### src/rinit_consts.svh
// Constants for the TAP-driven RAM initialisation interface
`ifndef RINIT_CONSTS_SVH
`define RINIT_CONSTS_SVH
// ****************************************
// Widths and defaults
// ****************************************
`define RINIT_DATA_W 8
`define RINIT_ADDR_W 4
`define RINIT_IR_W 8
`define RINIT_NUM_BLOCKS 2
`define RINIT_FIFO_DEPTH 16
`define RINIT_START_OPCODE 8'h5a
// ****************************************
// Timing
// ****************************************
`define RINIT_CLK_MHZ 250
`define RINIT_SETUP_NS 8
// Least time, rounded up, at least one cycle
`define RINIT_SETUP_CYC (((`RINIT_SETUP_NS * `RINIT_CLK_MHZ + 999) / 1000) < 1 ? 1 : \
  ((`RINIT_SETUP_NS * `RINIT_CLK_MHZ + 999) / 1000))
`endif

### src/rinit_pkg.sv
// Types for the TAP-driven RAM initialisation interface
package rinit_pkg;
  typedef enum logic [1:0] {
    RINIT_IDLE,
    RINIT_SETUP,
    RINIT_WRITE
  } rinit_state_t;
endpackage : rinit_pkg

### src/rinit_top.sv
// TAP-driven RAM initialisation interface: capture, buffering and RAM write sequencing
// Operation
// - Shift register moves only during shift strobe
// - Instruction value governs counters and block selects
// - Instruction value compared against start opcode constantly
// - Addresses and write enables only while matched
// - Write clock, pipeline, address follow update strobe
// - Update edge presents data word and address
// - Write clock is inverse of internal setup strobe
// - Falling-edge RAMs take internal setup strobe uninverted
// - Ring counter advances after each block completes
`include "rinit_consts.svh"
`timescale 1ns/1ps
module rinit_top
  import rinit_pkg::*;
#(
  parameter int DATA_W = `RINIT_DATA_W,
  parameter int ADDR_W = `RINIT_ADDR_W,
  parameter int IR_W = `RINIT_IR_W,
  parameter int NUM_BLOCKS = `RINIT_NUM_BLOCKS,
  parameter int FIFO_DEPTH = `RINIT_FIFO_DEPTH,
  parameter logic [IR_W-1:0] START_OPCODE = `RINIT_START_OPCODE,
  parameter bit WCLK_FALLING = 1'b0
) (
  // Clock and reset
  input wire logic ref_clk,
  input wire logic rst,
  // TAP macro side (asynchronous)
  input wire logic tapClk,
  input wire logic tapTdi,
  input wire logic dr_shift_strobe,
  input wire logic dr_update_strobe,
  input wire logic [IR_W-1:0] user_instruction_value,
  // Back-pressure toward the JTAG driver
  output logic loadReady_q,
  // RAM write ports
  output logic [ADDR_W-1:0] ramAddr_q,
  output logic [DATA_W-1:0] ramData_q,
  output logic [NUM_BLOCKS-1:0] ramWrEn_q,
  output logic ramWrClk_q
);
  localparam int SETUP_CYC = `RINIT_SETUP_CYC;
  localparam int CW = $clog2(SETUP_CYC + 1);
  // ****************************************
  // Synchronisers
  // ****************************************
  logic [3+IR_W:0] syncA_q, syncB_q;
  logic tckPrev_q, updPrev_q;
  logic tckS, tdiS, shS, updS;
  logic [IR_W-1:0] irS;

  always_ff @(posedge ref_clk) begin
    syncA_q <= {tapClk, tapTdi, dr_shift_strobe, dr_update_strobe, user_instruction_value};
    syncB_q <= syncA_q;
  end
  assign {tckS, tdiS, shS, updS, irS} = syncB_q;

  // ****************************************
  // Shift register and opcode compare
  // ****************************************
  // Width equals RAM word so one update pass carries one word
  logic [DATA_W-1:0] shReg_q, shReg_d;
  logic match_q, match_d, matchPrev_q;
  logic tckRise, updRise, matchRise;

  assign tckRise = tckS && !tckPrev_q;
  assign updRise = updS && !updPrev_q;
  assign matchRise = match_q && !matchPrev_q;

  always_comb begin
    shReg_d = shReg_q;
    if (tckRise && shS) begin
      shReg_d = {tdiS, shReg_q[DATA_W-1:1]};
    end
    match_d = (irS == START_OPCODE);
  end

  always_ff @(posedge ref_clk) begin
    if (rst) begin
      shReg_q <= '0;
      match_q <= 1'b0;
      matchPrev_q <= 1'b0;
      tckPrev_q <= 1'b0;
      updPrev_q <= 1'b0;
    end else begin
      shReg_q <= shReg_d;
      match_q <= match_d;
      matchPrev_q <= match_q;
      tckPrev_q <= tckS;
      updPrev_q <= updS;
    end
  end

  // ****************************************
  // Word buffer
  // ****************************************
  logic fifoInReady, fifoOutValid, fifoPop;
  logic [DATA_W-1:0] fifoOut;

  rinit_fifo #(.WIDTH(DATA_W), .DEPTH(FIFO_DEPTH)) u_fifo (
    .ref_clk(ref_clk),
    .rst(rst),
    .inValid(updRise),
    .inReady(fifoInReady),
    .inData(shReg_q),
    .outValid(fifoOutValid),
    .outReady(fifoPop),
    .outData(fifoOut)
  );

  // ****************************************
  // RAM write sequencer
  // ****************************************
  // Internal strobe is held high for SETUP_CYC cycles in our domain after each word popped while matched so
  // data and address settle before the write clock edge
  rinit_state_t state_q, state_d;
  logic [CW-1:0] cnt_q, cnt_d;
  logic [ADDR_W-1:0] addr_d;
  logic [DATA_W-1:0] data_d;
  logic [NUM_BLOCKS-1:0] ring_q, ring_d, wrEn_d;
  logic strobe_q, strobe_d, wrClk_d;
  // A restart that lands mid-write is held until idle, else it would be lost
  logic restartPend_q, restartPend_d;
  logic lastAddr;

  assign lastAddr = (ramAddr_q == {ADDR_W{1'b1}});
  // Words arriving while not matched are drained and dropped
  assign fifoPop = fifoOutValid && (state_q == RINIT_IDLE) && !matchRise && !restartPend_q;

  always_comb begin
    state_d = state_q;
    cnt_d = cnt_q;
    addr_d = ramAddr_q;
    data_d = ramData_q;
    ring_d = ring_q;
    strobe_d = strobe_q;
    wrEn_d = ramWrEn_q;
    restartPend_d = restartPend_q || matchRise;
    case (state_q)
      RINIT_IDLE: begin
        if (matchRise || restartPend_q) begin
          restartPend_d = 1'b0;
          addr_d = '0;
          ring_d = {{(NUM_BLOCKS-1){1'b0}}, 1'b1};
        end else if (fifoPop && match_q) begin
          data_d = fifoOut;
          strobe_d = 1'b1;
          wrEn_d = ring_q;
          cnt_d = CW'(SETUP_CYC);
          state_d = RINIT_SETUP;
        end
      end
      RINIT_SETUP: begin
        cnt_d = cnt_q - 1'b1;
        if (cnt_q == CW'(1)) begin
          strobe_d = 1'b0;
          state_d = RINIT_WRITE;
        end
      end
      RINIT_WRITE: begin
        wrEn_d = '0;
        addr_d = ramAddr_q + 1'b1;
        if (lastAddr) begin
          ring_d = {ring_q[NUM_BLOCKS-2:0], ring_q[NUM_BLOCKS-1]};
        end
        state_d = RINIT_IDLE;
      end
      default: state_d = RINIT_IDLE;
    endcase
    wrClk_d = WCLK_FALLING ? strobe_d : !strobe_d;
  end

  always_ff @(posedge ref_clk) begin
    if (rst) begin
      state_q <= RINIT_IDLE;
      cnt_q <= '0;
      ramAddr_q <= '0;
      ramData_q <= '0;
      ring_q <= {{(NUM_BLOCKS-1){1'b0}}, 1'b1};
      strobe_q <= 1'b0;
      ramWrEn_q <= '0;
      ramWrClk_q <= !WCLK_FALLING;
      loadReady_q <= 1'b0;
      restartPend_q <= 1'b0;
    end else begin
      state_q <= state_d;
      cnt_q <= cnt_d;
      ramAddr_q <= addr_d;
      ramData_q <= data_d;
      ring_q <= ring_d;
      strobe_q <= strobe_d;
      ramWrEn_q <= wrEn_d;
      ramWrClk_q <= wrClk_d;
      loadReady_q <= fifoInReady;
      restartPend_q <= restartPend_d;
    end
  end

  // Run length of the setup strobe, so its length is checked without a long repetition
  logic [CW-1:0] strobeRun_q, strobeRun_d;

  always_comb begin
    strobeRun_d = strobe_q ? strobeRun_q + 1'b1 : '0;
  end

  always_ff @(posedge ref_clk) begin
    if (rst) begin
      strobeRun_q <= '0;
    end else begin
      strobeRun_q <= strobeRun_d;
    end
  end

  // ****************************************
  // Assertions
  // ****************************************
  property p_shift_hold;
    @(posedge ref_clk) disable iff (rst) !(tckRise && shS) |=> $stable(shReg_q);
  endproperty
  a_shift_hold: assert property (p_shift_hold) else $error("shift reg moved without strobe");

  property p_match;
    @(posedge ref_clk) disable iff (rst) !$past(rst) |-> match_q == ($past(irS) == START_OPCODE);
  endproperty
  a_match: assert property (p_match) else $error("opcode compare wrong");

  property p_en_needs_match;
    @(posedge ref_clk) disable iff (rst) $rose(|ramWrEn_q) |-> $past(match_q);
  endproperty
  a_en_needs_match: assert property (p_en_needs_match) else $error("write enable without match");

  property p_en_is_ring;
    @(posedge ref_clk) disable iff (rst) (|ramWrEn_q) |-> (ramWrEn_q == ring_q);
  endproperty
  a_en_is_ring: assert property (p_en_is_ring) else $error("enable not selected block");

  property p_wclk_polarity;
    @(posedge ref_clk) disable iff (rst) ramWrClk_q == (WCLK_FALLING ? strobe_q : !strobe_q);
  endproperty
  a_wclk_polarity: assert property (p_wclk_polarity) else $error("write clock polarity wrong");

  property p_setup_len;
    @(posedge ref_clk) disable iff (rst)
      (strobe_q || $fell(strobe_q)) |->
        (strobe_q ? (strobeRun_q < CW'(SETUP_CYC)) : (strobeRun_q == CW'(SETUP_CYC)));
  endproperty
  a_setup_len: assert property (p_setup_len) else $error("setup phase length wrong");

  property p_data_stable;
    @(posedge ref_clk) disable iff (rst) strobe_q |=> $stable(ramData_q) && $stable(ramAddr_q);
  endproperty
  a_data_stable: assert property (p_data_stable) else $error("data moved during setup");

  property p_addr_step;
    @(posedge ref_clk) disable iff (rst)
      (state_q == RINIT_WRITE) |=> ramAddr_q == $past(ramAddr_q) + 1'b1;
  endproperty
  a_addr_step: assert property (p_addr_step) else $error("address did not advance");

  property p_ring_step;
    @(posedge ref_clk) disable iff (rst)
      (state_q == RINIT_WRITE) && lastAddr |=> ring_q != $past(ring_q);
  endproperty
  a_ring_step: assert property (p_ring_step) else $error("block select did not advance");

  property p_restart;
    @(posedge ref_clk) disable iff (rst) matchRise && state_q == RINIT_IDLE |=> ramAddr_q == '0;
  endproperty
  a_restart: assert property (p_restart) else $error("address not restarted");

  c_write: cover property (@(posedge ref_clk) disable iff (rst) $rose(|ramWrEn_q));
  c_wrap: cover property (@(posedge ref_clk) disable iff (rst) state_q == RINIT_WRITE && lastAddr);
  c_full: cover property (@(posedge ref_clk) disable iff (rst) !fifoInReady);
endmodule : rinit_top

### src/rinit_fifo.sv
// Word FIFO between the TAP capture side and the RAM write side
`timescale 1ns/1ps
module rinit_fifo #(
  parameter int WIDTH = 8,
  parameter int DEPTH = 16
) (
  // Clock and reset
  input wire logic ref_clk,
  input wire logic rst,
  // Fill side
  input wire logic inValid,
  output logic inReady,
  input wire logic [WIDTH-1:0] inData,
  // Drain side
  output logic outValid,
  input wire logic outReady,
  output logic [WIDTH-1:0] outData
);
  localparam int PW = $clog2(DEPTH);
  logic [WIDTH-1:0] mem [DEPTH];
  logic [PW-1:0] wrPtr_q, wrPtr_d, rdPtr_q, rdPtr_d;
  logic [PW:0] count_q, count_d;
  logic doPush, doPop;

  assign inReady = (count_q != DEPTH[PW:0]);
  assign outValid = (count_q != '0);
  assign outData = mem[rdPtr_q];
  assign doPush = inValid && inReady;
  assign doPop = outValid && outReady;

  always_comb begin
    wrPtr_d = wrPtr_q;
    rdPtr_d = rdPtr_q;
    count_d = count_q;
    if (doPush) begin
      wrPtr_d = (wrPtr_q == PW'(DEPTH - 1)) ? '0 : wrPtr_q + 1'b1;
    end
    if (doPop) begin
      rdPtr_d = (rdPtr_q == PW'(DEPTH - 1)) ? '0 : rdPtr_q + 1'b1;
    end
    if (doPush && !doPop) begin
      count_d = count_q + 1'b1;
    end else if (doPop && !doPush) begin
      count_d = count_q - 1'b1;
    end
  end

  always_ff @(posedge ref_clk) begin
    if (rst) begin
      wrPtr_q <= '0;
      rdPtr_q <= '0;
      count_q <= '0;
    end else begin
      wrPtr_q <= wrPtr_d;
      rdPtr_q <= rdPtr_d;
      count_q <= count_d;
    end
  end

  always_ff @(posedge ref_clk) begin
    if (doPush) begin
      mem[wrPtr_q] <= inData;
    end
  end
endmodule : rinit_fifo

### config.mk
export PLATFORM = sky130hd
export DESIGN_NAME = rinit_top
export DESIGN_NICKNAME = d
export VERILOG_FILES = /design/src/rinit_pkg.sv /design/src/rinit_top.sv /design/src/rinit_fifo.sv
export VERILOG_INCLUDE_DIRS = /design/src
export SDC_FILE = /design/constraint.sdc
export NUM_CORES = 1
export LEC_CHECK = 0
export BUFFER_PORTS_ARGS = -buffer_cell sky130_fd_sc_hd__buf_2
export CAP_MARGIN = 20
export CORE_MARGIN = 2
export CORE_UTILIZATION = 61
export CTS_BUF_LIST = sky130_fd_sc_hd__clkbuf_16
export DETAILED_ROUTE_END_ITERATION = 16
export MAX_ROUTING_LAYER = met4
export PLACE_DENSITY = 0.79
export SLEW_MARGIN = 15
export SYNTH_ARGS = -nofsm -noshare
export SYNTH_HDL_FRONTEND = slang
export SYNTH_SLANG_ARGS = --single-unit
### constraint.sdc
create_clock -name ref_clk -period 3.6 [get_ports ref_clk]
set_input_delay 0.18 -clock ref_clk [delete_from_list [all_inputs] [get_ports ref_clk]]
set_output_delay 0.18 -clock ref_clk [all_outputs]
set_load 0.03 [all_outputs]
==> results.md, run 1 <==
- Required time of the critical path: approximately 4.0 ns
- Largest net degree at the start of global routing: 49
- Most common cell after layout, fill and taps aside: edfxtp_1
- Post-route ant nets: 0
- Final hold viol count: 0
- H-tree depth: 1
- FF+latch count, synth: 201
- CTS tree: yes
- Initial antenna violation count: 0
- Status: complete, no violations
- Hold crit path type: input port to flop
- Crit Path Class: flop to flop
- CP Capture Type: flop
- P&R area growth vs syn: 12.6%
- IO Port Bufs: 29
- Power per cell area: 616 nW/um2
- Final period util: 0.836
- Postcts setup bufs: 0
- Clock Skews: slightly above 0.02 ns
- Static leakage: around 3.0 nW
- CP bufs+invs: 2
- Placed cells: 674
- Largest delay share family, worst path: compound AO/OA/AOI/OAI gates
- Synthesized instance count: 496
- Fmax: 332 MHz
- DRC Markers: 0
- Nets: 565
- Synth warnings: 0
- Wirelength per Cell: 20.2 um
- GPL Wtd Cong: 0.832
- Seq/Total Area, Yosys: 0.697
- Average via count per standard cell: 5.90
- Clk slew on worst S/H paths: 0.06 ns
- CP startpoint kind: flop
- Post-synth top flop: edfxtp_1
- Tot Pwr: 0.00528 W
- Global-route wire length before repair: 23000 um
- Worst VDD drop: 0.000491 V
- Worst Path Max Fanout: 11
- Worst-skew pair later-pin latency: ~0.48 ns
- CTS root buffer: clkbuf_16
- Clock tree sinks: about 200
- RSZ-0062 raised after global routing: no
- Slowest CP cell: a2111oi_4
- Setup tns final: 0 ns
- Slowest stage delay, CP: 0.44 ns
- Crit path DAT: 3.41 ns
- Antenna cells: 0
- Post-synth ARST share: 0
- Post-DP HPWL: 9000 um
- Clock Path Buffers: 3
- Synthesized Nets: 522
- Initial core utilization: 0.629
- First-pass DRT Iterations: 5
- Via count: about 4200
- Final setup fails: 0
- DR iter-0 viols: 419
- GRT Overall Usage: 0.237
- Post-Synthesis Mean Instance Area: 15.4 um2
- Non-Filler Instances: 720
- Die Y: 116 um
- Layout cell share with drive strength beyond 1: 0.179
- Max-cap violations: 0
- Most frequent cells in the layout: edfxtp_1, dfxtp_1, nor2_1, mux2i_1, buf_2
- Count of final max-slew check failures: 0
- Netlist cell types: 50
- CTS buffer count: 19
- Critical-path cell list: or2_1 > a2111oi_4 > inv_1 > ha_1 > inv_1 > ha_1 > a21o_1 > a21oi_1 > xnor2_1 > or3_1 > a21oi_1
- Worst Tran Pin Value: 1.02 ns
- # rows: 40
- Core area: 12100 um2
- Die width: between 100 and 150 um
- Fin crit period: 3.01 ns
- Io pins: 30
- Vias in the first global route: roughly 4300
- Post-Syn Area: approximately 7600 um2
- Final wirelength: ~15000 um
- Die ar.: 13400 um2
- Gr ovfl total: 0
- EDFF count, synth: 128
- Worst rel slew slack: 0.315
==> path summary, 6_finish.rpt <==
kind	from	endpoint	slack (ns)	cells after the start
max	state_q[1]	u_fifo.count_q[4]	0.59	11
min	rst	ring_q[1]	0.32	2
max reg2reg	state_q[1]	u_fifo.count_q[4]	0.59	11
min reg2reg	syncA_q[9]	syncB_q[9]	0.33	0
==> stage by stage <==
| step | area, um2 | worst slack (ns) | hold WS [ns] | utilization |
|---|---|---|---|---|
| 4_1_cts | 8570 | 0.584 | 0.323 | 0.708 |
| 6_report | 8570 | 0.590 | 0.320 | 0.708 |
| 5_1_grt | 8570 | 0.349 | 0.325 | 0.708 |
| 3_3_place_gp | 7870 | 0.732 | 0.282 | 0.650 |
| 2_1_floorplan | 7610 | 0.892 | 0.208 | - |
| 3_5_place_dp | 7870 | 0.617 | 0.284 | 0.650 |
==> worst register-to-register path: cells and delay by family, from the launching register on <==
kind,cells,cell delay [ns]
flops,1,0.39
compound gates,4,0.95
xor+xnor,1,0.09
simple gates,2,0.62
buf+inv,2,0.33
fa+ha+maj,2,0.56
==> sequential cells by signal (all words and copies together), names as in the netlist <==
signal / count
syncB_q: 12
tckPrev_q: 1
matchPrev_q: 1
cnt_q: 2
u_fifo.rdPtr_q: 4
restartPend_q: 1
ramAddr_q: 4
u_fifo.wrPtr_q: 4
loadReady_q: 1
shReg_q: 8
ramWrEn_q: 2
ramWrClk_q: 1
updPrev_q: 1
strobe_q: 1
match_q: 1
syncA_q: 12
state_q: 2
u_fifo.count_q: 5
ring_q: 2
u_fifo.mem: 128
ramData_q: 8
==> metal layers <==
metal | up-vias | share of wire | track usage
met2 | 140 | 0.51 | 0.405
li1 | 1956 | - | -
met4 | 0 | 0.021 | 0.0595
met5 | - | 0 | -
met1 | 2125 | 0.40 | 0.295
met3 | 28 | 0.066 | 0.0465
==> cells in the mapped netlist (2+ instances only) <==
cell / instances / area (um2)
edfxtp_1: 128 / 3840
dfxtp_1: 73 / 1460
nor2_1: 54 / 203
mux2i_1: 45 / 450
a21oi_1: 20 / 100
mux4_2: 16 / 360
o22ai_1: 16 / 100
nand2_1: 12 / 45.0
ha_1: 11 / 138
clkbuf_1: 10 / 37.5
a211oi_1: 9 / 67.6
inv_1: 8 / 30.0
nor3_1: 8 / 40.0
a211oi_2: 7 / 87.6
nand2b_1: 6 / 37.5
a22oi_1: 5 / 37.5
buf_1: 5 / 18.8
buf_6: 5 / 56.3
nor2b_1: 5 / 31.3
nand3b_1: 4 / 30.0
a21o_1: 3 / 22.5
a21oi_2: 3 / 26.3
buf_2: 3 / 15.0
buf_4: 3 / 22.5
nand3_1: 3 / 15.0
xnor2_1: 3 / 26.3
xor2_1: 3 / 26.3
a2111oi_4: 2 / 55.1
a31oi_1: 2 / 12.5
a41oi_1: 2 / 17.5
o21ai_0: 2 / 10.0
or2_2: 2 / 12.5
==> area by class of cell <==
class	count	area (um2)
clock inverters	15	103
repair buffers	48	318
flip-flops and latches	201	5310
multi-input cells	261	2130
fillers	797	3540
inverters	8	30.0
clock buffers	19	475
well taps	168	210
==> report_power, final <==
group | switching, W | internal, W | leakage [nW]
clock network | 0.000796 | 0.00104 | 0.300
registers | 0.000139 | 0.00250 | 1.79
logic | 0.000387 | 0.000415 | 0.934
total | 0.00132 | 0.00395 | 3.02
==> cell families after synthesis <==
group                    Yosys count  synth area share
XOR/XNOR                           6           0.00690
AO/OA/AOI/OAI                     74            0.0744
adder cells (fa/ha/maj)           12            0.0207
flip-flops                       201             0.697
buffers and inverters             34            0.0237
AND/OR/NAND/NOR                  107            0.0697
multiplexers                      62             0.108
==> repair_timing <==
action / 4_1_cts / 5_1_grt
resized for setup: 0 / 0
hold buffers: 12 / 0
endpoints found under the hold margin: 12 / 0
(Power assumes the default switching activity.)
==> run 2, diff against run 1 <==
==> constraint.sdc (replaced) <==
create_clock -name ref_clk -period 3.15 [get_ports ref_clk]
set_input_delay 0.1575 -clock ref_clk [delete_from_list [all_inputs] [get_ports ref_clk]]
set_output_delay 0.1575 -clock ref_clk [all_outputs]
set_load 0.03 [all_outputs]
==> run 2 against run 1 <==
Effect of this change:
- cell count is 0.56% higher
- routed wire length is 1.9% higher
- critical path type unchanged
- non-clock buffer count is 5 higher
- design area is 0.19% higher
- sequential power is 14% higher
- global-route usage is 0.060 points lower
- combinational power is 17% higher
- sequential share of layout area is 0.12 points lower
- largest cell class unchanged
- critical endpoint unchanged
- hold slack better by 0.0069 ns
- utilization is 0.13 points higher
- die area stayed put
==> results.md, run 2 (same netlist as run 1, synthesis figures left out) <==
- Average via count per standard cell: 5.85 (-0.90%)
- Worst Tran Pin Value: 1.03 ns (+0.00381 ns)
- # rows: 40 (unchanged)
- Top reg by flops: u_fifo.mem
- Clock power frac: 0.343 (-0.005)
- Psw: 0.00150 W (+13%)
- Fmax: 339 MHz (+2.0%)
- Via count: 4234 (-0.35%)
- Worst VDD drop: 0.000579 V (+18%)
- Clk slew on worst S/H paths: 0.06 ns (about the same)
- Largest net degree at the start of global routing: 49 (unchanged)
- Wirelength per Cell: 20.5 um (+1.4%)
- Most common cell after layout, fill and taps aside: edfxtp_1
- CP startpoint kind: flop
- Core area: 12100 um2 (unchanged)
- Fin util: 0.709 (+0.00134)
- Gr ovfl total: 0 (unchanged)
- Largest delay share family, worst path: compound AO/OA/AOI/OAI gates
- Crit path DAT: 3.34 ns (-0.07 ns)
- Status: complete, no violations
- Required time of the critical path: 3.54 ns (-0.46 ns)
- Critical-path cell list: or2_1 > a2111oi_4 > inv_1 > ha_1 > inv_1 > ha_1 > a21o_1 > a21oi_1 > xnor2_1 > or3_1 > a21oi_1
- Top Registers: u_fifo.mem x128, syncA_q x12, syncB_q x12
- Slowest CP cell: a2111oi_4
- Slowest stage delay, CP: 0.45 ns (about the same)
- Hold crit path type: flop to flop
- Post-route ant nets: 0 (unchanged)
- Clock Path Buffers: 3 (unchanged)
- Sequential Power Share: 0.501 (about the same)
- Worst rel slew slack: 0.315 (about the same)
- Max-cap violations: 0 (unchanged)
- Most frequent cells in the layout: edfxtp_1, dfxtp_1, nor2_1, mux2i_1, buf_2
- Combinational share of power: 0.157 (+0.005)
- Final wirelength: 14900 um (+1.9%)
- CTS root buffer: clkbuf_16
- Static leakage: 3.05 nW (+0.86%)
- P&R area growth vs syn: 12.8%
- Number of flip-flops in the largest register: 128 (unchanged)
- Count of final max-slew check failures: 0 (unchanged)
- Die Y: 116 um (unchanged)
- Clock tree sinks: 201 (unchanged)
- Final hold viol count: 0 (unchanged)
- Nets: 570 (+0.88%)
- GPL Wtd Cong: 0.836 (+0.46%)
- PnR worst setup slack: 0.200 ns (-0.390 ns)
- Tot Pwr: 0.00601 W (+14%)
- IO Port Bufs: 29 (unchanged)
- DR iter-0 viols: 378 (-9.8%)
- Global-route wire length before repair: 22900 um (-0.24%)
- CTS tree: yes
- Layout cell share with drive strength beyond 1: 0.180 (+0.000508)
- Final setup fails: 0 (unchanged)
- Worst-skew pair later-pin latency: 0.47 ns (about the same)
- CTS buffer count: 19 (unchanged)
- Worst Path Max Fanout: 9 (-2)
- Io pins: 30 (unchanged)
- Initial core utilization: 0.629 (unchanged)
- Die width: 116 um (unchanged)
- CP bufs+invs: 2 (unchanged)
- DRC Markers: 0 (unchanged)
- RSZ-0062 raised after global routing: no
- Fin crit period: 2.95 ns (-0.0595 ns)
- CP Capture Type: flop
- Vias in the first global route: 4308 (-0.58%)
- Sw Ratio: 0.249 (-0.00137)
- GRT Overall Usage: 0.237 (-0.000604)
- First-pass DRT Iterations: 5 (unchanged)
- H-tree depth: 1 (unchanged)
- Final period util: 0.937 (+0.101)
- Initial antenna violation count: 0 (unchanged)
- Die ar.: 13400 um2 (unchanged)
- Crit Path Class: flop to flop
- Post-DP HPWL: 9160 um (+1.7%)
- Pre-CTS WS: 0.216 ns (-0.401 ns)
- Antenna cells: 0 (unchanged)
- P_int: 0.00451 W (+14%)
- Setup tns final: 0 ns (unchanged)
- Clock Skews: 0.00911 ns (-0.0115 ns)
- Power per cell area: 700 nW/um2 (+14%)
- Post-CTS Resized: 0 (unchanged)
==> run 2: cell types whose count changed in the layout (fill, tap and decap cells not counted) <==
cell        delta
clkinv_4       -1
clkinvlp_4     -2
buf_4          +5
clkinv_1       +2
inv_1          +1
inv_6          -1
==> run 2: path summary, 6_finish.rpt <==
check	start	endpoint	slack, ns	cells after the start
max	state_q[0]	u_fifo.count_q[4]	0.20	11
min	syncA_q[6]	syncB_q[6]	0.33	0
max reg2reg	state_q[0]	u_fifo.count_q[4]	0.20	11
min reg2reg	syncA_q[6]	syncB_q[6]	0.33	0
==> run 2: area by class of cell <==
cell class	instances	area, um2
Timing Repair Buffer	53	355
Multi-Input combinational cell	261	2130
Inverter	8	30.0
Sequential cell	201	5310
Fill cell	806	3520
Clock buffer	19	475
Clock inverter	14	81.3
Tap cell	168	210
==> run 2: what timing repair did <==
action	in CTS	in global routing
hold buffers	12	0
endpoints found under the hold margin	12	0
setup endpoints to repair	0	0
setup buffers	0	0
==> run 2: per-stage QoR <==
| stage | instance area, um2 | cells | hold slack, ns |
|---|---|---|---|
| finish | 8590 | 724 | 0.327 |
| global route | 8590 | 724 | 0.319 |
| CTS | 8590 | 724 | 0.315 |
| detailed placement | 7910 | 679 | 0.261 |
| global placement | 7910 | 679 | 0.260 |
| floorplan | 7610 | 496 | 0.185 |
==> run 2: routing by layer <==
| metal | global-route usage | vias to the layer above | share of wire |
|---|---|---|---|
| li1 | - | 1973 | - |
| met2 | 0.374 | 154 | 0.50 |
| met3 | 0.0403 | 36 | 0.060 |
| met5 | - | - | 0 |
| met4 | 0.0960 | 0 | 0.031 |
| met1 | 0.309 | 2071 | 0.41 |
==> run 2: power by group through the flow <==
stage	clock, W	combinational [W]	sequential [W]
after floorplan	0	0.000825	0.00297
after global placement	0	0.000898	0.00305
after detailed placement	0	0.000932	0.00306
after CTS	0.00208	0.000949	0.00301
after global routing	0.00219	0.00102	0.00303
final	0.00206	0.000942	0.00301
==> run 3, diff against run 2 <==
--- a/config.mk
+++ b/config.mk
@@ -9,11 +9,11 @@
 export BUFFER_PORTS_ARGS = -buffer_cell sky130_fd_sc_hd__buf_2
 export CAP_MARGIN = 20
 export CORE_MARGIN = 2
-export CORE_UTILIZATION = 61
+export CORE_UTILIZATION = 55
 export CTS_BUF_LIST = sky130_fd_sc_hd__clkbuf_16
 export DETAILED_ROUTE_END_ITERATION = 16
 export MAX_ROUTING_LAYER = met4
-export PLACE_DENSITY = 0.79
+export PLACE_DENSITY = 0.75
 export SLEW_MARGIN = 15
 export SYNTH_ARGS = -nofsm -noshare
 export SYNTH_HDL_FRONTEND = slang
==> constraint.sdc (replaced) <==
create_clock -name ref_clk -period 2.5 [get_ports ref_clk]
set_input_delay 0.125 -clock ref_clk [delete_from_list [all_inputs] [get_ports ref_clk]]
set_output_delay 0.125 -clock ref_clk [all_outputs]
set_load 0.03 [all_outputs]
==> run 3 against run 2 <==
Effect of this change:
- sequential power rose by 24%
- via count rose by 1.2%
- critical endpoint unchanged
- total power rose by 33%
- clock skew rose by 0.0035 ns
- critical path type unchanged
- first-iteration DRC count rose by 6.9%
- die area rose by 11%
- global-route usage fell by 2.9 points
- flip-flop and latch count did not move
- register-to-register slack got worse by 0.12 ns
- highest routed layer unchanged
==> results.md, run 3 (same netlist as run 1, synthesis figures left out) <==
- Nets: 588 (+3.2%)
- Worst VDD drop: 0.000548 V (-5.4%)
- Clock power frac: 0.350 (+0.007)
- GPL Wtd Cong: 0.831 (-0.57%)
- CP bufs+invs: 2 (unchanged)
- Tot Pwr: 0.00800 W (+33%)
- Cell area after placement: 8040 um2 (+1.6%)
- Wirelength per Cell: 19.2 um (-6.7%)
- CTS tree: yes
- Worst Tran Pin Value: 1.01 ns (-0.0157 ns)
- RSZ-0062 raised after global routing: yes
- # rows: 42 (+5.0%)
- Gr ovfl total: 0 (unchanged)
- Crit path DAT: 2.81 ns (-0.53 ns)
- Power per cell area: 905 nW/um2 (+29%)
- Beginning of the critical path: u_fifo.count_q[3]
- Fin crit period: 2.42 ns (-0.529 ns)
- Clock Skews: 0.0126 ns (+0.00351 ns)
- Required time of the critical path: 2.89 ns (-0.65 ns)
- Final hold viol count: 0 (unchanged)
- Worst Path Max Fanout: 4 (-5)
- Sequential Power Share: 0.467 (-0.034)
- Largest delay share family, worst path: simple AND/OR/NAND/NOR gates
- FF-to-FF setup slack: 0.08 ns (-0.12 ns)
- Slowest CP cell: nor4_4
- Die width: 122 um (+5.1%)
- Largest net degree at the start of global routing: 49 (unchanged)
- Die ar.: 14800 um2 (+11%)
- Top Registers: u_fifo.mem x128, syncA_q x12, syncB_q x12
- CP Depth: 11 (unchanged)
- Psw: 0.00194 W (+30%)
- Count of final max-slew check failures: 0 (unchanged)
- Top reg by flops: u_fifo.mem
- DR iter-0 viols: 404 (+6.9%)
- Initial antenna violation count: 0 (unchanged)
- Reg2reg start: u_fifo.count_q[3]
- Slowest stage delay, CP: 0.37 ns (-0.08 ns)
- Final wirelength: 14400 um (-3.3%)
- CP startpoint kind: flop
- Number of fillers in the final layout: 901 (+12%)
- R2R Path End: u_fifo.count_q[4]
- Number of flip-flops in the largest register: 128 (unchanged)
- First-pass DRT Iterations: 5 (unchanged)
- Initial core utilization: 0.568 (-0.0605)
- Max-cap violations: 0 (unchanged)
- Antenna cells: 0 (unchanged)
- Layout cell share with drive strength beyond 1: 0.230 (+0.0501)
- Final period util: 0.968 (+0.0317)
- Clock tree sinks: 201 (unchanged)
- Worst rel slew slack: 0.325 (+0.0105)
- CTS buffer count: 20 (+1)
- Most common cell after layout, fill and taps aside: edfxtp_1
- Post-DP HPWL: 9200 um (+0.48%)
- P&R area growth vs syn: 16.1%
- Via count: 4284 (+1.2%)
- P_int: 0.00606 W (+34%)
- Worst-case reg-to-reg path depth: 11 (unchanged)
- GRT Overall Usage: 0.207 (-0.0292)
- Post-route ant nets: 0 (unchanged)
- Sw Ratio: 0.243 (-0.00641)
- Critical-path cell list: nor4_4 > a2111oi_4 > inv_2 > ha_4 > inv_4 > fa_2 > a21o_1 > a21oi_2 > xnor2_1 > or3_1 > a21oi_1
- Core area: 13400 um2 (+11%)
- Clock Path Buffers: 3 (unchanged)
- Average via count per standard cell: 5.71 (-2.3%)
- Static leakage: 3.17 nW (+4.0%)
- Combinational share of power: 0.184 (+0.027)
- Most frequent cells in the layout: edfxtp_1, dfxtp_1, nor2_1, mux2i_1
- Crit Path Class: flop to flop
- Vias in the first global route: 4287 (-0.49%)
- Global-route wire length before repair: 22600 um (-1.4%)
- Worst-skew pair later-pin latency: 0.48 ns (about the same)
- Clk slew on worst S/H paths: 0.06 ns (about the same)
- CP Capture Type: flop
- DRC Markers: 0 (unchanged)
- Cell area after layout: 8840 um2 (+2.9%)
- Final setup fails: 0 (unchanged)
- H-tree depth: 1 (unchanged)
- Die Y: 122 um (+5.1%)
- Io pins: 30 (unchanged)
- IO Port Bufs: 29 (unchanged)
- Status: complete, no violations
- CTS root buffer: clkbuf_16
- Multi-input logic area: 2170 um2 (+1.7%)
- Hold crit path type: input port to flop
- Reg area: 5310 um2 (+0.14%)
- CP Capture Point: u_fifo.count_q[4]
- Fmax: 413 MHz (+22%)
[run 3: changes by cell type in the layout (fill, tap and decap cells not counted), moves of 2 or more]
| cell | before | now |
|---|---|---|
| ha_1 | 11 | 9 |
| clkbuf_16 | 19 | 22 |
| clkinv_2 | 2 | 0 |
| ha_4 | 0 | 2 |
| dfxtp_2 | 1 | 4 |
| inv_2 | 0 | 3 |
| a21oi_2 | 3 | 5 |
| buf_4 | 12 | 29 |
| dfxtp_1 | 72 | 68 |
| clkinv_1 | 4 | 2 |
| inv_1 | 15 | 13 |
| a21oi_1 | 20 | 18 |
[run 3: timing repair]
item | CTS | global route
endpoints found under the setup margin | 1 | 1
setup buffers | 2 | 3
hold buffers | 12 | 0
gates resized for setup | 0 | 7
cloned | 0 | 0
hold endpoints to repair | 12 | 0
pin swaps | 2 | 6
[run 3: final cells by class]
type | instances | area share
repair buffers | 70 | 0.0547
inverters | 8 | 0.00368
clock buffers | 22 | 0.0623
well taps | 176 | 0.0249
flip-flops and latches | 201 | 0.601
clock inverters | 12 | 0.00807
multi-input cells | 261 | 0.245
[run 3: stage by stage]
stage               utilization  hold slack, ns  instances  setup TNS, ns  setup WS (ns)
floorplan                     -           0.153        496              0        0.00177
global route              0.659           0.279        750         -0.105         -0.105
finish                    0.659           0.282        750              0         0.0791
detailed placement        0.600           0.229        699        -0.0139        -0.0139
CTS                       0.656           0.269        747              0        0.00923
global placement          0.600           0.227        699              0         0.0662
[run 3: per-layer routing]
layer	GRT usage	part of all wire	wire, um	up-vias
met5	-	0	0	-
met4	0.0625	0.026	380	0
met3	0.0318	0.056	799	31
met2	0.342	0.50	7130	144
met1	0.269	0.42	6050	2106
li1	-	-	-	2003
[run 3: power groups by stage]
stage,sequential (W),combinational [W],clock [W]
after floorplan,0.00375,0.00106,0
after global placement,0.00379,0.00132,0
after detailed placement,0.00380,0.00136,0
after CTS,0.00373,0.00141,0.00283
after global routing,0.00374,0.00161,0.00296
final,0.00373,0.00147,0.00280
[run 3: how the worst min path moves through the flow]
stage | slack, ns | cells after the start | start | end
global route | 0.28 | 2 | tapTdi | syncA_q[10]
finish | 0.28 | 2 | dr_update_strobe | syncA_q[8]
global placement | 0.23 | 1 | user_instruction_value[5] | syncA_q[5]
floorplan | 0.15 | 0 | user_instruction_value[0] | syncA_q[0]
CTS | 0.27 | 2 | user_instruction_value[1] | syncA_q[1]
detailed placement | 0.23 | 1 | dr_shift_strobe | syncA_q[9]
